File: src/ucsb_pkg.sv
// Package with register map, field positions, reset values and types.
package ucsb_pkg;

  // Register byte addresses on the Wishbone bus.
  localparam logic [3:0] ADDR_DATA    = 4'h0;
  localparam logic [3:0] ADDR_STATUS  = 4'h4;
  localparam logic [3:0] ADDR_CONTROL = 4'h8;
  localparam logic [3:0] ADDR_BAUD    = 4'hc;

  // Status register field positions.
  localparam int ST_RX_DONE   = 7;
  localparam int ST_TX_DONE   = 6;
  localparam int ST_TX_EMPTY  = 5;
  localparam int ST_STOP_ERR  = 4;
  localparam int ST_OVERRUN   = 3;

  // Control register field positions.
  localparam int CT_RX_IRQ_EN    = 7;
  localparam int CT_TX_IRQ_EN    = 6;
  localparam int CT_EMPTY_IRQ_EN = 5;
  localparam int CT_RX_ON        = 4;
  localparam int CT_TX_ON        = 3;
  localparam int CT_NINE_BIT     = 2;
  localparam int CT_RX_NINTH     = 1;
  localparam int CT_TX_NINTH     = 0;

  // Reset values.
  localparam logic [7:0] CONTROL_RESET = 8'h00;
  localparam logic [7:0] BAUD_RESET    = 8'h00;

  // Oversampling and majority-vote sample points.
  localparam logic [3:0] OVERSAMPLE_LAST = 4'hf;
  localparam logic [3:0] VOTE_SAMPLE_A   = 4'h7;
  localparam logic [3:0] VOTE_SAMPLE_B   = 4'h8;
  localparam logic [3:0] VOTE_SAMPLE_C   = 4'h9;
  localparam logic [3:0] DATA_BITS_8     = 4'h8;
  localparam logic [3:0] DATA_BITS_9     = 4'h9;

  typedef enum logic [1:0] {
    UCSB_RX_IDLE  = 2'b00,
    UCSB_RX_START = 2'b01,
    UCSB_RX_DATA  = 2'b10,
    UCSB_RX_STOP  = 2'b11
  } ucsb_rx_state_e;

  typedef enum logic [1:0] {
    UCSB_TX_IDLE  = 2'b00,
    UCSB_TX_START = 2'b01,
    UCSB_TX_DATA  = 2'b10,
    UCSB_TX_STOP  = 2'b11
  } ucsb_tx_state_e;

  // Interrupt requests bundled together.
  typedef struct packed {
    logic rx_done;
    logic tx_done;
    logic tx_empty;
  } ucsb_irq_s;

endpackage : ucsb_pkg

File: src/ucsb_uart.sv
// Serial transceiver with control, status and baud registers on Wishbone.
//
// Added by the designer: register access over Wishbone and the placing of the registers.
`timescale 1ns/1ps

// Overview of operation
// - Empty flag sets when held character moves into transmit shifter.
// - Data write clears empty flag; reset sets it.
// - Empty interrupt requests while flag and its enable are set.
// - Stop-bit error follows the sampled stop bit of each character stored; a character lost to overrun leaves it unchanged.
// - Overrun flag is buffered, visible after pending data is read.
// - Lossless transfer into receive register clears overrun.
// - Status bits two to zero read as zero.
// - Receive-done interrupt follows flag when its enable is set.
// - Transmit-done interrupt follows flag when its enable is set.
// - Receiver off blocks flag setting and keeps existing flags.
// - Transmitter off finishes shifter and pending characters first.
// - Nine-bit mode sends and receives nine data bits.
// - Received ninth bit lands in control bit one.
// - Bit rate is clock over sixteen times divisor plus one.
// - Divisor is an eight-bit read/write register.
// - Receive bits decided by majority of samples 8, 9, 10.
// - Frame is start zero, data LSB first, stop one.
// - Receive-done sets on transfer, clears on data read.
// - Transmit-done sets after stop bit time if no character is pending; write one clears.
module ucsb_uart (
  input  wire logic        clk_i,
  input  wire logic        rst_i,
  input  wire logic        wb_cyc_i,
  input  wire logic        wb_stb_i,
  input  wire logic        wb_we_i,
  input  wire logic [3:0]  wb_adr_i,
  input  wire logic [3:0]  wb_sel_i,
  input  wire logic [31:0] wb_dat_i,
  output logic      [31:0] wb_dat_o,
  output logic             wb_ack_o,
  input  wire logic        global_irq_en_i,
  input  wire logic        tx_done_vector_i,
  input  wire logic        rxd_i,
  output logic             txd_o,
  output logic             rx_done_irq_o,
  output logic             tx_done_irq_o,
  output logic             tx_empty_irq_o
);

  logic [7:0]  ctrl_reg;
  logic [7:0]  baud_reg;
  logic [7:0]  tx_hold_reg;
  logic        tx_hold_ninth_reg;
  logic [7:0]  rx_data_reg;
  logic        tx_empty_reg;
  logic        tx_done_reg;
  logic        rx_done_reg;
  logic        stop_err_reg;
  logic        overrun_reg;
  logic        overrun_pend_reg;
  logic        ack_reg;
  logic [31:0] rdata_reg;
  logic        tick;
  logic        req;
  logic        wr;
  logic        rd_data;
  logic        baud_wr;

  assign req     = wb_cyc_i && wb_stb_i && !ack_reg;
  assign wr      = req && wb_we_i && wb_sel_i[0];
  assign rd_data = req && !wb_we_i && wb_adr_i == ucsb_pkg::ADDR_DATA;
  assign baud_wr = wr && wb_adr_i == ucsb_pkg::ADDR_BAUD;

  ucsb_baud_gen #(
    .DIV_W(8)
  ) u_baud (
    .clk_i    (clk_i),
    .rst_i    (rst_i),
    .divisor_i(baud_wr ? wb_dat_i[7:0] : baud_reg),
    .reload_i (baud_wr),
    .tick_o   (tick)
  );

  // Bus answer: one acknowledge, registered one cycle after the request, dropped the following cycle.
  always_ff @(posedge clk_i) begin
    if (rst_i) begin
      ack_reg <= 1'b0;
    end else begin
      ack_reg <= req;
    end
  end
  assign wb_ack_o = ack_reg;

  always_ff @(posedge clk_i) begin
    if (rst_i) begin
      rdata_reg <= 32'h0000_0000;
    end else if (req && !wb_we_i) begin
      case (wb_adr_i)
        ucsb_pkg::ADDR_DATA:    rdata_reg <= {24'h00_0000, rx_data_reg};
        ucsb_pkg::ADDR_STATUS:  rdata_reg <= {24'h00_0000, rx_done_reg,
          tx_done_reg, tx_empty_reg, stop_err_reg, overrun_reg,
          3'h0};
        ucsb_pkg::ADDR_CONTROL: rdata_reg <= {24'h00_0000, ctrl_reg};
        ucsb_pkg::ADDR_BAUD:    rdata_reg <= {24'h00_0000, baud_reg};
        default:                rdata_reg <= 32'h0000_0000;
      endcase
    end
  end
  assign wb_dat_o = rdata_reg;

  // Control bit one is owned by the receiver, not by software.
  logic       rx_ninth_load;
  logic       rx_ninth_val;
  always_ff @(posedge clk_i) begin
    if (rst_i) begin
      ctrl_reg <= ucsb_pkg::CONTROL_RESET;
    end else begin
      if (wr && wb_adr_i == ucsb_pkg::ADDR_CONTROL) begin
        ctrl_reg[7:2] <= wb_dat_i[7:2];
        ctrl_reg[ucsb_pkg::CT_TX_NINTH] <= wb_dat_i[ucsb_pkg::CT_TX_NINTH];
      end
      if (rx_ninth_load) begin
        ctrl_reg[ucsb_pkg::CT_RX_NINTH] <= rx_ninth_val;
      end
    end
  end

  always_ff @(posedge clk_i) begin
    if (rst_i) begin
      baud_reg <= ucsb_pkg::BAUD_RESET;
    end else if (baud_wr) begin
      baud_reg <= wb_dat_i[7:0];
    end
  end

  // Transmitter.
  ucsb_pkg::ucsb_tx_state_e tx_state_reg;
  logic [8:0] tx_shift_reg;
  logic [3:0] tx_os_reg;
  logic [3:0] tx_bit_reg;
  logic       tx_load;
  logic       tx_bit_end;
  logic       tx_wr;
  logic       tx_stop_end;

  assign tx_wr      = wr && wb_adr_i == ucsb_pkg::ADDR_DATA;
  assign tx_bit_end = tick && tx_os_reg == ucsb_pkg::OVERSAMPLE_LAST;
  assign tx_stop_end = tx_state_reg == ucsb_pkg::UCSB_TX_STOP && tx_bit_end;
  // A pending character keeps going out even after the enable drops.
  // Loading on a tick keeps the start bit exactly sixteen ticks long.
  assign tx_load = !tx_empty_reg && (ctrl_reg[ucsb_pkg::CT_TX_ON] ||
                   tx_state_reg != ucsb_pkg::UCSB_TX_IDLE) &&
                   ((tx_state_reg == ucsb_pkg::UCSB_TX_IDLE && tick) ||
                    tx_stop_end);

  always_ff @(posedge clk_i) begin
    if (rst_i) begin
      tx_hold_reg       <= 8'h00;
      tx_hold_ninth_reg <= 1'b0;
    end else if (tx_wr) begin
      tx_hold_reg       <= wb_dat_i[7:0];
      tx_hold_ninth_reg <= ctrl_reg[ucsb_pkg::CT_TX_NINTH];
    end
  end

  always_ff @(posedge clk_i) begin
    if (rst_i) begin
      tx_empty_reg <= 1'b1;
    end else if (tx_load) begin
      tx_empty_reg <= 1'b1;
    end else if (tx_wr) begin
      tx_empty_reg <= 1'b0;
    end
  end

  always_ff @(posedge clk_i) begin
    if (rst_i) begin
      tx_state_reg <= ucsb_pkg::UCSB_TX_IDLE;
      tx_shift_reg <= 9'h1ff;
      tx_os_reg    <= 4'h0;
      tx_bit_reg   <= 4'h0;
      txd_o        <= 1'b1;
    end else if (tx_load) begin
      tx_state_reg <= ucsb_pkg::UCSB_TX_START;
      tx_shift_reg <= {tx_hold_ninth_reg, tx_hold_reg};
      tx_os_reg    <= 4'h0;
      tx_bit_reg   <= 4'h0;
      txd_o        <= 1'b1;
    end else begin
      if (tick) begin
        tx_os_reg <= tx_os_reg + 4'h1;
      end
      case (tx_state_reg)
        ucsb_pkg::UCSB_TX_IDLE: begin
          txd_o     <= 1'b1;
          tx_os_reg <= 4'h0;
        end
        ucsb_pkg::UCSB_TX_START: begin
          txd_o <= 1'b0;
          if (tx_bit_end) begin
            tx_state_reg <= ucsb_pkg::UCSB_TX_DATA;
          end
        end
        ucsb_pkg::UCSB_TX_DATA: begin
          txd_o <= tx_shift_reg[0];
          if (tx_bit_end) begin
            tx_shift_reg <= {1'b1, tx_shift_reg[8:1]};
            tx_bit_reg   <= tx_bit_reg + 4'h1;
            if (tx_bit_reg + 4'h1 == (ctrl_reg[ucsb_pkg::CT_NINE_BIT] ?
                ucsb_pkg::DATA_BITS_9 : ucsb_pkg::DATA_BITS_8)) begin
              tx_state_reg <= ucsb_pkg::UCSB_TX_STOP;
            end
          end
        end
        ucsb_pkg::UCSB_TX_STOP: begin
          txd_o <= 1'b1;
          if (tx_bit_end) begin
            tx_state_reg <= ucsb_pkg::UCSB_TX_IDLE;
          end
        end
        default: tx_state_reg <= ucsb_pkg::UCSB_TX_IDLE;
      endcase
    end
  end

  // Set wins over a simultaneous write-one clear.
  always_ff @(posedge clk_i) begin
    if (rst_i) begin
      tx_done_reg <= 1'b0;
    end else if (tx_stop_end && !tx_load) begin
      tx_done_reg <= 1'b1;
    end else if (tx_done_vector_i || (wr &&
                 wb_adr_i == ucsb_pkg::ADDR_STATUS &&
                 wb_dat_i[ucsb_pkg::ST_TX_DONE])) begin
      tx_done_reg <= 1'b0;
    end
  end

  // Receiver.
  ucsb_pkg::ucsb_rx_state_e rx_state_reg;
  logic [3:0] rx_os_reg;
  logic [3:0] rx_bit_reg;
  logic [8:0] rx_shift_reg;
  logic [1:0] rx_votes_reg;
  logic       rx_vote;
  logic       rx_sample;
  logic       rx_decide;
  logic       rx_on;
  logic       rx_finish;
  logic [3:0] rx_nbits;

  assign rx_on     = ctrl_reg[ucsb_pkg::CT_RX_ON];
  assign rx_sample = tick && (rx_os_reg == ucsb_pkg::VOTE_SAMPLE_A ||
                     rx_os_reg == ucsb_pkg::VOTE_SAMPLE_B ||
                     rx_os_reg == ucsb_pkg::VOTE_SAMPLE_C);
  assign rx_decide = tick && rx_os_reg == ucsb_pkg::VOTE_SAMPLE_C;
  // Two of three samples high; the third sample is rxd_i itself.
  assign rx_vote   = (rx_votes_reg + {1'b0, rxd_i}) >= 2'd2;
  assign rx_nbits  = ctrl_reg[ucsb_pkg::CT_NINE_BIT] ?
                     ucsb_pkg::DATA_BITS_9 : ucsb_pkg::DATA_BITS_8;
  assign rx_finish = rx_state_reg == ucsb_pkg::UCSB_RX_STOP && rx_decide;

  always_ff @(posedge clk_i) begin
    if (rst_i || !rx_on) begin
      rx_state_reg <= ucsb_pkg::UCSB_RX_IDLE;
      rx_os_reg    <= 4'h0;
      rx_bit_reg   <= 4'h0;
      rx_shift_reg <= 9'h000;
      rx_votes_reg <= 2'd0;
    end else if (tick) begin
      rx_os_reg <= rx_os_reg + 4'h1;
      if (rx_sample && !rx_decide) begin
        rx_votes_reg <= rx_votes_reg + {1'b0, rxd_i};
      end
      if (rx_decide) begin
        rx_votes_reg <= 2'd0;
      end
      case (rx_state_reg)
        ucsb_pkg::UCSB_RX_IDLE: begin
          rx_os_reg <= 4'h1;
          if (!rxd_i) begin
            rx_state_reg <= ucsb_pkg::UCSB_RX_START;
          end
        end
        ucsb_pkg::UCSB_RX_START: begin
          if (rx_decide) begin
            rx_state_reg <= rx_vote ? ucsb_pkg::UCSB_RX_IDLE :
                            ucsb_pkg::UCSB_RX_DATA;
            rx_bit_reg   <= 4'h0;
          end
        end
        ucsb_pkg::UCSB_RX_DATA: begin
          if (rx_decide) begin
            rx_shift_reg <= ctrl_reg[ucsb_pkg::CT_NINE_BIT] ?
                            {rx_vote, rx_shift_reg[8:1]} :
                            {1'b0, rx_vote, rx_shift_reg[7:1]};
            rx_bit_reg   <= rx_bit_reg + 4'h1;
            if (rx_bit_reg + 4'h1 == rx_nbits) begin
              rx_state_reg <= ucsb_pkg::UCSB_RX_STOP;
            end
          end
        end
        ucsb_pkg::UCSB_RX_STOP: begin
          if (rx_decide) begin
            rx_state_reg <= ucsb_pkg::UCSB_RX_IDLE;
          end
        end
        default: rx_state_reg <= ucsb_pkg::UCSB_RX_IDLE;
      endcase
    end
  end

  assign rx_ninth_load = rx_finish && (!rx_done_reg || rd_data) &&
                         ctrl_reg[ucsb_pkg::CT_NINE_BIT];
  assign rx_ninth_val  = rx_shift_reg[8];

  // A finished character is stored only when the previous one was read.
  always_ff @(posedge clk_i) begin
    if (rst_i) begin
      rx_data_reg      <= 8'h00;
      rx_done_reg      <= 1'b0;
      stop_err_reg     <= 1'b0;
      overrun_reg      <= 1'b0;
      overrun_pend_reg <= 1'b0;
    end else begin
      if (rx_finish && (!rx_done_reg || rd_data)) begin
        rx_data_reg  <= rx_shift_reg[7:0];
        rx_done_reg  <= 1'b1;
        stop_err_reg <= !rx_vote;
        overrun_reg  <= overrun_pend_reg && rd_data;
        overrun_pend_reg <= 1'b0;
      end else begin
        if (rx_finish) begin
          overrun_pend_reg <= 1'b1;
        end else if (rd_data) begin
          rx_done_reg <= 1'b0;
          overrun_reg <= overrun_pend_reg;
        end
      end
    end
  end

  ucsb_pkg::ucsb_irq_s irq;
  assign irq = {rx_done_reg && ctrl_reg[ucsb_pkg::CT_RX_IRQ_EN],
                tx_done_reg && ctrl_reg[ucsb_pkg::CT_TX_IRQ_EN],
                tx_empty_reg && ctrl_reg[ucsb_pkg::CT_EMPTY_IRQ_EN]};

  assign rx_done_irq_o  = irq.rx_done && global_irq_en_i;
  assign tx_done_irq_o  = irq.tx_done && global_irq_en_i;
  assign tx_empty_irq_o = irq.tx_empty && global_irq_en_i;

endmodule : ucsb_uart

File: src/ucsb_baud_gen.sv
// Baud divider producing the sixteen-times oversampling tick.
`timescale 1ns/1ps
module ucsb_baud_gen #(
  parameter int DIV_W = 8
) (
  input  wire logic             clk_i,
  input  wire logic             rst_i,
  input  wire logic [DIV_W-1:0] divisor_i,
  input  wire logic             reload_i,
  output logic                  tick_o
);

  logic [DIV_W-1:0] count_reg;

  // A write restarts the count so the new rate applies at once.
  always_ff @(posedge clk_i) begin
    if (rst_i) begin
      count_reg <= '0;
    end else if (reload_i || count_reg == '0) begin
      count_reg <= divisor_i;
    end else begin
      count_reg <= count_reg - 1'b1;
    end
  end

  // One tick per reload gives clk / (divisor + 1) oversampling.
  assign tick_o = !rst_i && !reload_i && count_reg == '0;

endmodule : ucsb_baud_gen

File: config.mk
export PLATFORM = sky130hd
export DESIGN_NAME = ucsb_uart
export DESIGN_NICKNAME = d
export VERILOG_FILES = /design/src/ucsb_pkg.sv /design/src/ucsb_uart.sv /design/src/ucsb_baud_gen.sv
export SDC_FILE = /design/constraint.sdc
export NUM_CORES = 1
export LEC_CHECK = 0
export ABC_AREA = 1
export BUFFER_PORTS_ARGS = -buffer_cell sky130_fd_sc_hd__buf_2
export CAP_MARGIN = 20
export CELL_PAD_IN_SITES_DETAIL_PLACEMENT = 1
export CELL_PAD_IN_SITES_GLOBAL_PLACEMENT = 2
export CORE_MARGIN = 8
export CORE_UTILIZATION = 34
export DETAILED_ROUTE_END_ITERATION = 8
export HOLD_SLACK_MARGIN = 0.02
export PLACE_DENSITY = 0.83
export SYNTH_ARGS = -nofsm -noshare
export SYNTH_HDL_FRONTEND = slang
export SYNTH_SLANG_ARGS = --single-unit
export TNS_END_PERCENT = 100
File: constraint.sdc
create_clock -name clk_i -period 2.61 [get_ports clk_i]
set_input_delay 0.522 -clock clk_i [delete_from_list [all_inputs] [get_ports clk_i]]
set_output_delay 0.522 -clock clk_i [all_outputs]
set_load 0.1 [all_outputs]
======== Yosys cells after proc, flatten, opt, wreduce, memory -nomap -nowiden ========
Cells that the tools add are included.
storage, ports and cells
  logic and storage cells ................. 174
  register bits ........................... 121
operators by class
  mux-type cells .......................... 36
  add/sub/neg operators ................... 6
  reductions and logical operators ........ 76
  equal/unequal tests ..................... 29
  $lt $le $gt $ge ......................... 1
operator list
  cell                                                                    number
  9-bit 2-to-1 mux                                                        4
  1-bit logical AND                                                       32
  8-bit one-hot mux with 4 select lines                                   1
  2-bit 2-to-1 mux                                                        12
  4-bit equality test (second input constant)                             5
  2-bit != test (second input constant)                                   9
  4-bit by 1-bit adder with 4-bit output (second input constant)          4
  8-bit 2-to-1 mux                                                        2
  2-bit nonzero test                                                      7
  4-bit 2-to-1 mux                                                        3
  3-bit != test (second input constant)                                   4
  1-bit logical NOT                                                       10
  1-bit 2-to-1 mux                                                        10
  5-bit AND reduction                                                     2
  2-bit equality test (second input constant)                             4
  4-bit by 3-bit equality test with 1-bit output (second input constant)  2
  4-bit equality test                                                     2
  8-bit logical NOT                                                       1
  1-bit logical OR                                                        8
  2-bit one-hot mux with 4 select lines                                   1
  4-bit one-hot mux with 2 select lines                                   1
  2-bit AND reduction                                                     4
  8-bit by 1-bit subtractor with 8-bit output (second input constant)     1
  2-bit one-hot mux with 3 select lines                                   1
  14 further kinds                                                        18

======== Logic depth before layout (Yosys ltp) ========
Gate-level depths: netlist of run 1.
  depth after elaboration ................. 15
  depth in mapped cells ................... 13
  gate-level depth less buffers ........... 13

======== By module ========
Synthesis of run 1 repeated with hierarchy kept, for this count alone.
second synthesis, totals
  cells, all modules ...................... 664
  area, all modules ....................... 4749.6 um2
modules (own cells, without submodules)
  module         area an instance (um2)  sequential area each (um2)  cells an instance  times used
  ucsb_uart      4201.5                  1781.7                      574                1
  ucsb_baud_gen  548.0                   160.2                       90                 1

======== Worst setup path after synthesis of run 1 ========
Ideal clock, no wire load.
  path type ............................... input to output
  start point ............................. input port global_irq_en_i
  end point ............................... output port rx_done_irq_o
  stages on the path ...................... 2
  path slack .............................. 262 ps
  buffers on the path ..................... 0
  data arrival time ....................... 1826 ps
  required time ........................... 2088 ps
  path through ............................ inv_1 -> nor2_1
between the ends
  word-level cells in the longest chain between the ends .. 1
RTL lines
  element            line              text
  from (decl)        ucsb_uart.sv:37   input wire logic global_irq_en_i,
  1-bit logical AND  ucsb_uart.sv:344  assign rx_done_irq_o = irq.rx_done && global_irq_en_i;
  to (decl)          ucsb_uart.sv:41   output logic rx_done_irq_o,
No other way between the ends.

======== Worst setup path after layout of run 1 ========
  start point ............................. register u_baud.count_reg[0]
  end point ............................... register tx_shift_reg[4]
between the ends
  word-level cells in the longest chain between the ends .. 8
  elaborated cells between the ends (all ways) .. 11
  those cells by class .................... mux: 1; reduce/logical: 10
RTL lines
  element                               line                 text
  from (decl)                           ucsb_baud_gen.sv:13  logic [DIV_W-1:0] count_reg;
  from (signal assigned)                ucsb_baud_gen.sv:20  count_reg <= divisor_i;
  from (signal assigned)                ucsb_baud_gen.sv:22  count_reg <= count_reg - 1'b1;
  8-bit logical NOT (*)                 ucsb_baud_gen.sv:27  assign tick_o = !rst_i && !reload_i && count_reg == '0;
  1-bit logical AND (*)                 ucsb_baud_gen.sv:27
  1-bit logical AND                     ucsb_uart.sv:143     assign tx_bit_end = tick && tx_os_reg == ucsb_pkg::OVERSAMPLE_LAST;
  1-bit logical AND                     ucsb_uart.sv:144     assign tx_stop_end = tx_state_reg == ucsb_pkg::UCSB_TX_STOP && tx_bit_end;
  1-bit logical OR                      ucsb_uart.sv:149     ((tx_state_reg == ucsb_pkg::UCSB_TX_IDLE && tick) ||
  1-bit logical AND                     ucsb_uart.sv:148     tx_state_reg != ucsb_pkg::UCSB_TX_IDLE) &&
  2-bit nonzero test (no source line)   n/a
  2-bit AND reduction (no source line)  n/a
  to (signal assigned)                  ucsb_uart.sv:181     tx_shift_reg <= {tx_hold_ninth_reg, tx_hold_reg};
  to (signal assigned)                  ucsb_uart.sv:203     tx_shift_reg <= {1'b1, tx_shift_reg[8:1]};
  to (decl)                             ucsb_uart.sv:134     logic [8:0] tx_shift_reg;
Every way passes the cells marked *; elsewhere a longest branch is shown, timed or not.
A chain may end at the register's enable or synchronous reset.

==> impl_metrics.py, run 1 <==
metrics = {
    "clocking": {
        "cts_hold_buf": 0,
        "cts_buffers": 9,
        "clockBufferDepth": 2,
        "clock-sinks": 97,
        "clock-root-buffer": "clkbuf_16",
        "htree_levels": 3,
        "clk_pin_slew_ns": 0.07,
        "clk_latency_ns": 0.35,
        "cts_tree": "built",
        "ctsResizeCount": 0,
        "post-cts-setup-buffer-count": 0,
    },
    "placement": {
        "placed_area_um2": 5100,
        "dpl.hpwl_um": 9470,
        "dp_cells": 855,
        "port_buffers": 33,
        "gp_congestion": 0.787,
    },
    "layout": {
        "n_antenna_cell": 0,
        "final_util_pct": 38.6,
        "syn_to_final_growth_pct": 10.9,
        "drive_gt1_share_pct": 13.5,
        "fillers": 1755,
        "finalInstanceArea_um2": 5380,
        "fin_cells": 871,
        "nNetsFinal": 749,
    },
    "worst_setup_path": {
        "worstPathMaxFanout": 15,
        "path_common_cell": "nand3_1",
        "critical_path_required_ns": 2.84,
        "cp_num_buf_inv": 2,
        "startpoint_type": "register",
        "slowest_delay_ns": 0.30,
        "cp.depth": 11,
        "rrSetupSlack_ns": 0.43,
        "arrival_ns": 2.41,
        "path_delay_family": "simple AND/OR/NAND/NOR gates",
        "r2r_cells": 11,
        "critPathCaptureType": "register",
        "r2r-end": "tx_shift_reg[4]",
        "cp_slowest_cell": "dfxtp_1",
        "critical_path.cell_chain": "inv_1, ha_1, nand2_1, nor2_1, nand3_2, nor2_8, nand2_2, nor2_4, inv_2, nand3_1, nand3_1",
        "r2r_start": "u_baud.count_reg[0]",
        "critical_path_class": "register to register",
    },
    "yosys": {
        "yosysTopAreaCellShare_pct": 40.0,
        "synthTopCellsByArea": "dfxtp_1 40%, nand2_1 12%, a21oi_1 5.7%",
        "yosys.area_share.adder_pct": 3.86,
        "synth_mux_area_share_pct": 1.24,
        "synth_top_cell_by_area": "dfxtp_1",
        "syn_area_per_cell_um2": 7.41,
        "synth_cell_types": 42,
        "synth-warning-count": 0,
        "ys_seq_area_share_pct": 40.0,
        "synth_commonest_cells": "152 x nand2_1, 97 x dfxtp_1, 72 x nor2_1",
        "ys.flop_type": "dfxtp_1",
        "yosys.area_share.simple_pct": 29.5,
        "async_reset_ff_share_pct": 0,
        "syn_area_um2": 4860,
        "synth_edf_count": 0,
        "synth-seq-cells": 97,
        "netlist_instances": 655,
        "synth_top_family_by_area": "simple AND/OR/NAND/NOR gates",
        "synth_compound_area_share_pct": 12.4,
        "synth_most_common_cell": "nand2_1",
        "synthXorXnorAreaFrac_pct": 2.34,
    },
    "power_and_ir_drop": {
        "p_leak_nw": 2.35,
        "p_per_area_nw_per_um2": 675,
        "ir_drop_mv": 0.316,
    },
    "worst_hold_path": {
        "whs_path_depth": 2,
        "min_from": "rx_shift_reg[0]",
        "holdPathEnd": "rx_data_reg[0]",
        "hold_class": "register to register",
    },
    "timing": {
        "tightest_slew_ns": 0.666,
        "fin_crit_sh_pct": 83.5,
        "maxSlewViolCount": 0,
        "finalCriticalPeriod_ns": 2.18,
        "max_freq_ghz": 0.459,
        "tns_ns": 0,
        "rsz0062_at_grt": "no",
        "setup_violations": 0,
        "relSlewSlack_pct": 55.2,
        "fin_skew_ns": 0.00665,
        "hold_viol": 0,
        "hold-worst-slack_ns": 0.464,
    },
    "global_route": {
        "grt_pass1_vias": 4274,
        "antenna_found_initial": 0,
        "grt_max_degree": 31,
        "grt_usage_pct": 14.2,
        "overflow": 0,
        "grt_pass1_wl_um": 21000,
    },
    "routing": {
        "viasPerCell": 4.73,
        "first_pass_iters": 4,
        "routed_wl_um": 12400,
        "drtIter0Drc": 199,
        "routedWlPerCell_um": 14.2,
        "vias": 4124,
        "ant_nets": 0,
        "post-route-drc-count": 0,
    },
    "floorplan": {
        "fp.dieH_um": 136,
        "coreArea_um2": 13900,
        "row_count": 43,
        "io_pins": 85,
        "dieWidth_um": 136,
        "initial_utilization_pct": 34.8,
        "die-area_um2": 18400,
    },
    "job": {
        "max_cap_violations": 0,
    },
    "status": {
        "outcome": "completed",
    },
}
-- worst max-delay path by stage --
| stage | start | to | slack (ns) |
|---|---|---|---|
| after floorplan | global_irq_en_i | rx_done_irq_o | 0.26 |
| after global routing | u_baud.count_reg[0] | rx_data_reg[7] | 0.17 |
| after CTS | u_baud.count_reg[0] | tx_shift_reg[4] | 0.39 |
| after detailed placement | wb_we_i | tx_shift_reg[4] | 0.34 |
| final | u_baud.count_reg[0] | tx_shift_reg[4] | 0.43 |
| after global placement | wb_we_i | tx_shift_reg[0] | 0.37 |
-- cell usage in the layout, fill, tap and decap left out, types with 10 or more instances in the layout --
cell type and count:
nor2_1 72, inv_1 49, conb_1 24, o21ai_0 39, ha_1 15, dfxtp_1 97, nand3b_1 11, nand2_1 152
a21oi_1 55, inv_2 10, buf_2 33, nand3_1 33
-- per-layer routing --
metal  wire, um  vias to the layer above  global-route usage [%]
li1           -                     2124                       -
met1       5780                     1956                    17.5
met2       6060                       36                    24.3
met3        438                        8                    3.64
met4        122                        0                    3.33
met5          0                        -                       0
-- report_power, final --
part           total, mW  internal (mW)  switching, mW
Sequential          1.57           1.54         0.0352
Combinational      0.785          0.212          0.572
Clock               1.28          0.699          0.579
Total               3.63           2.45           1.19
-- worst reg2reg max path, stage by stage, from the launching register on --
cell	delay [ns]
dfxtp_1	0.30
inv_1	0.13
ha_1	0.20
nand2_1	0.06
nor2_1	0.11
nand3_2	0.14
nor2_8	0.30
nand2_2	0.14
nor2_4	0.29
inv_2	0.19
nand3_1	0.12
nand3_1	0.08
-- cells by family after synthesis --
group | count (synthesis)
buffers and inverters | 104
xor gates and xnor gates | 13
muxes | 6
DFF | 97
other | 1
AOI/OAI and AO/OA | 109
adders and majority gates | 15
and+or+nand+nor | 310
-- final cells by class --
class,count,area (um^2),share of cell area (%)
Clock buffer,12,256,4.76
Clock inverter,4,27.5,0.511
Inverter,61,229,4.25
Multi-Input combinational cell,477,2490,46.2
Sequential cell,97,1940,36.1
Tap cell,180,225,4.18
Timing Repair Buffer,40,218,4.04
-- metrics by stage --
stage / power [mW] / setup WS [ns]
5_1_grt: 3.83 / 0.169
6_report: 3.63 / 0.430
3_3_place_gp: 2.37 / 0.374
3_5_place_dp: 2.39 / 0.339
2_1_floorplan: 2.27 / 0.262
4_1_cts: 3.68 / 0.389
No activity file was read; power rests on OpenSTA's default activity.
==> run 2, diff against run 1 <==
--- a/config.mk
+++ b/config.mk
@@ -11,10 +11,10 @@
 export CELL_PAD_IN_SITES_DETAIL_PLACEMENT = 1
 export CELL_PAD_IN_SITES_GLOBAL_PLACEMENT = 2
 export CORE_MARGIN = 8
-export CORE_UTILIZATION = 34
+export CORE_UTILIZATION = 29
 export DETAILED_ROUTE_END_ITERATION = 8
 export HOLD_SLACK_MARGIN = 0.02
-export PLACE_DENSITY = 0.83
+export PLACE_DENSITY = 0.75
 export SYNTH_ARGS = -nofsm -noshare
 export SYNTH_HDL_FRONTEND = slang
 export SYNTH_SLANG_ARGS = --single-unit
==> constraint.sdc (replaced) <==
create_clock -name clk_i -period 1.81 [get_ports clk_i]
set_input_delay 0.362 -clock clk_i [delete_from_list [all_inputs] [get_ports clk_i]]
set_output_delay 0.362 -clock clk_i [all_outputs]
set_load 0.1 [all_outputs]
==> impl_metrics.py, run 2 (synthesized netlist as in run 1, its figures left out) <==
metrics = {
    "global_route": {
        "grt_usage_pct": 12.9,
        "grt_pass1_vias": 4525,
        "grt_pass1_wl_um": 22400,
        "antenna_found_initial": 0,
        "grt_max_degree": 31,
        "overflow": 0,
    },
    "worst_setup_path": {
        "critical_path.cell_chain": "inv_2, ha_4, nand2_2, nor2_2, nand3_2, nor2_8, nand2_4, nor2_4, nand2_4, buf_12, nand2_2, a21oi_2",
        "cp_num_buf_inv": 2,
        "startpoint_type": "register",
        "cp.depth": 12,
        "critPathCaptureType": "register",
        "critical_path_class": "register to register",
        "r2r_cells": 12,
        "arrival_ns": 1.97,
        "path_delay_family": "simple AND/OR/NAND/NOR gates",
        "critical_path_required_ns": 2.03,
        "worstPathMaxFanout": 8,
        "cp_slowest_cell": "dfxtp_2",
        "slowest_delay_ns": 0.32,
    },
    "routing": {
        "viasPerCell": 4.57,
        "routed_wl_um": 13300,
        "first_pass_iters": 4,
        "drtIter0Drc": 133,
        "routedWlPerCell_um": 14.2,
        "post-route-drc-count": 0,
        "ant_nets": 0,
        "vias": 4276,
    },
    "worst_hold_path": {
        "whs_path_depth": 3,
        "hold_class": "primary input to register",
    },
    "placement": {
        "dpl.hpwl_um": 10200,
        "gp_congestion": 0.795,
        "port_buffers": 33,
    },
    "power_and_ir_drop": {
        "ir_drop_mv": 0.429,
        "power_mw": 5.69,
        "intPower_mw": 3.91,
        "swShare_pct": 31.3,
        "p_per_area_nw_per_um2": 972,
        "p_clk_share_pct": 37.2,
        "seq_power_share_pct": 39.9,
        "p_leak_nw": 2.50,
        "power.switching_mw": 1.78,
        "p_comb_share_pct": 22.9,
    },
    "layout": {
        "final_common_cell": "nand2_1",
        "n_antenna_cell": 0,
        "nNetsFinal": 776,
        "seqCellArea_um2": 1940,
        "fillers": 2042,
        "multi_input_area_um2": 2610,
        "drive_gt1_share_pct": 20.3,
        "syn_to_final_growth_pct": 20.6,
        "layout_common_cells": "142 x nand2_1, 95 x dfxtp_1, 70 x nor2_1, 47 x inv_1, 46 x a21oi_1",
        "final_util_pct": 35.6,
    },
    "timing": {
        "fin_crit_sh_pct": 96.5,
        "finalCriticalPeriod_ns": 1.75,
        "max_freq_ghz": 0.572,
        "fin_skew_ns": 0.00868,
        "rsz0062_at_grt": "yes",
        "setup_violations": 0,
        "hold_viol": 0,
        "maxSlewViolCount": 0,
        "hold-worst-slack_ns": 0.310,
    },
    "floorplan": {
        "die-area_um2": 21100,
        "row_count": 47,
        "dieWidth_um": 145,
        "coreArea_um2": 16500,
        "initial_utilization_pct": 29.5,
        "io_pins": 85,
        "fp.dieH_um": 145,
    },
    "clocking": {
        "clock-sinks": 97,
        "htree_levels": 3,
        "clockBufferDepth": 2,
        "cts_buffers": 9,
        "clk_pin_slew_ns": 0.07,
        "cts_tree": "built",
        "cts_hold_buf": 0,
        "clock-root-buffer": "clkbuf_16",
        "clk_latency_ns": 0.35,
    },
    "job": {
        "max_cap_violations": 0,
    },
    "status": {
        "outcome": "completed",
    },
}
## run 2: cell count changes in the layout (fill, tap and decap cells not counted), moves of 3 or more
cell / before / now
nand2_2: 6 / 10
buf_6: 0 / 3
buf_12: 0 / 3
nand2_4: 3 / 8
a21oi_2: 0 / 9
a21oi_1: 55 / 46
nand2_1: 152 / 142
buf_4: 7 / 28
## run 2: worst reg2reg max path: cells and delay by family (launching register included)
| kind | cells | cell delay, ns |
|---|---|---|
| AO/OA/AOI/OAI | 1 | 0.05 |
| flip-flops | 1 | 0.32 |
| AND/OR/NAND/NOR | 8 | 0.86 |
| adder cells (fa/ha/maj) | 1 | 0.13 |
| buffers and inverters | 2 | 0.24 |
## run 2: layout make-up
cell class,count,share of cell area (%)
Clock inverter,3,1.11
Tap cell,220,4.70
Inverter,61,4.04
Timing Repair Buffer,67,8.05
Multi-Input combinational cell,477,44.6
Sequential cell,97,33.2
Clock buffer,11,4.32
## run 2: per-stage QoR
stage          area, um^2  setup TNS (ns)  worst slack (ns)  cells
4_1_cts              5740          -0.269           -0.0306    935
3_5_place_dp         5360          -0.689           -0.0645    919
3_3_place_gp         5360         -0.0386          -0.00574    919
6_report             5860               0            0.0628    936
2_1_floorplan        4940          -0.654            -0.218    678
5_1_grt              5860          -0.906           -0.0695    936
## run 2: what timing repair did
action | in CTS | in global routing
hold endpoints to repair | 0 | 0
pin swaps | 10 | 19
endpoints found under the setup margin | 20 | 46
buffers inserted | 2 | 1
resized for setup | 16 | 30
## run 2: power by group through the flow
stage | sequential (mW) | clock, mW | combinational (mW)
finish | 2.27 | 2.12 | 1.30
floorplan | 2.33 | 0 | 0.946
CTS | 2.27 | 2.18 | 1.29
global route | 2.29 | 2.25 | 1.44
detailed placement | 2.32 | 0 | 1.23
global placement | 2.31 | 0 | 1.20
## run 2: worst paths after layout
| kind | startpoint | end | slack, ns |
|---|---|---|---|
| hold / removal | wb_dat_i[0] | tx_hold_reg[0] | 0.31 |
| hold reg to reg | rx_shift_reg[5] | rx_shift_reg[5] | 0.47 |
| setup / recovery | u_baud.count_reg[1] | rx_data_reg[6] | 0.06 |
| setup reg to reg | u_baud.count_reg[1] | rx_data_reg[6] | 0.06 |
## run 2: metal layers
layer	vias to the layer above	wire, um	global-route usage (%)
met5	-	0	0
met4	0	117	3.54
met3	7	361	3.30
met2	35	6730	22.7
met1	2058	6090	15.3
li1	2176	-	-
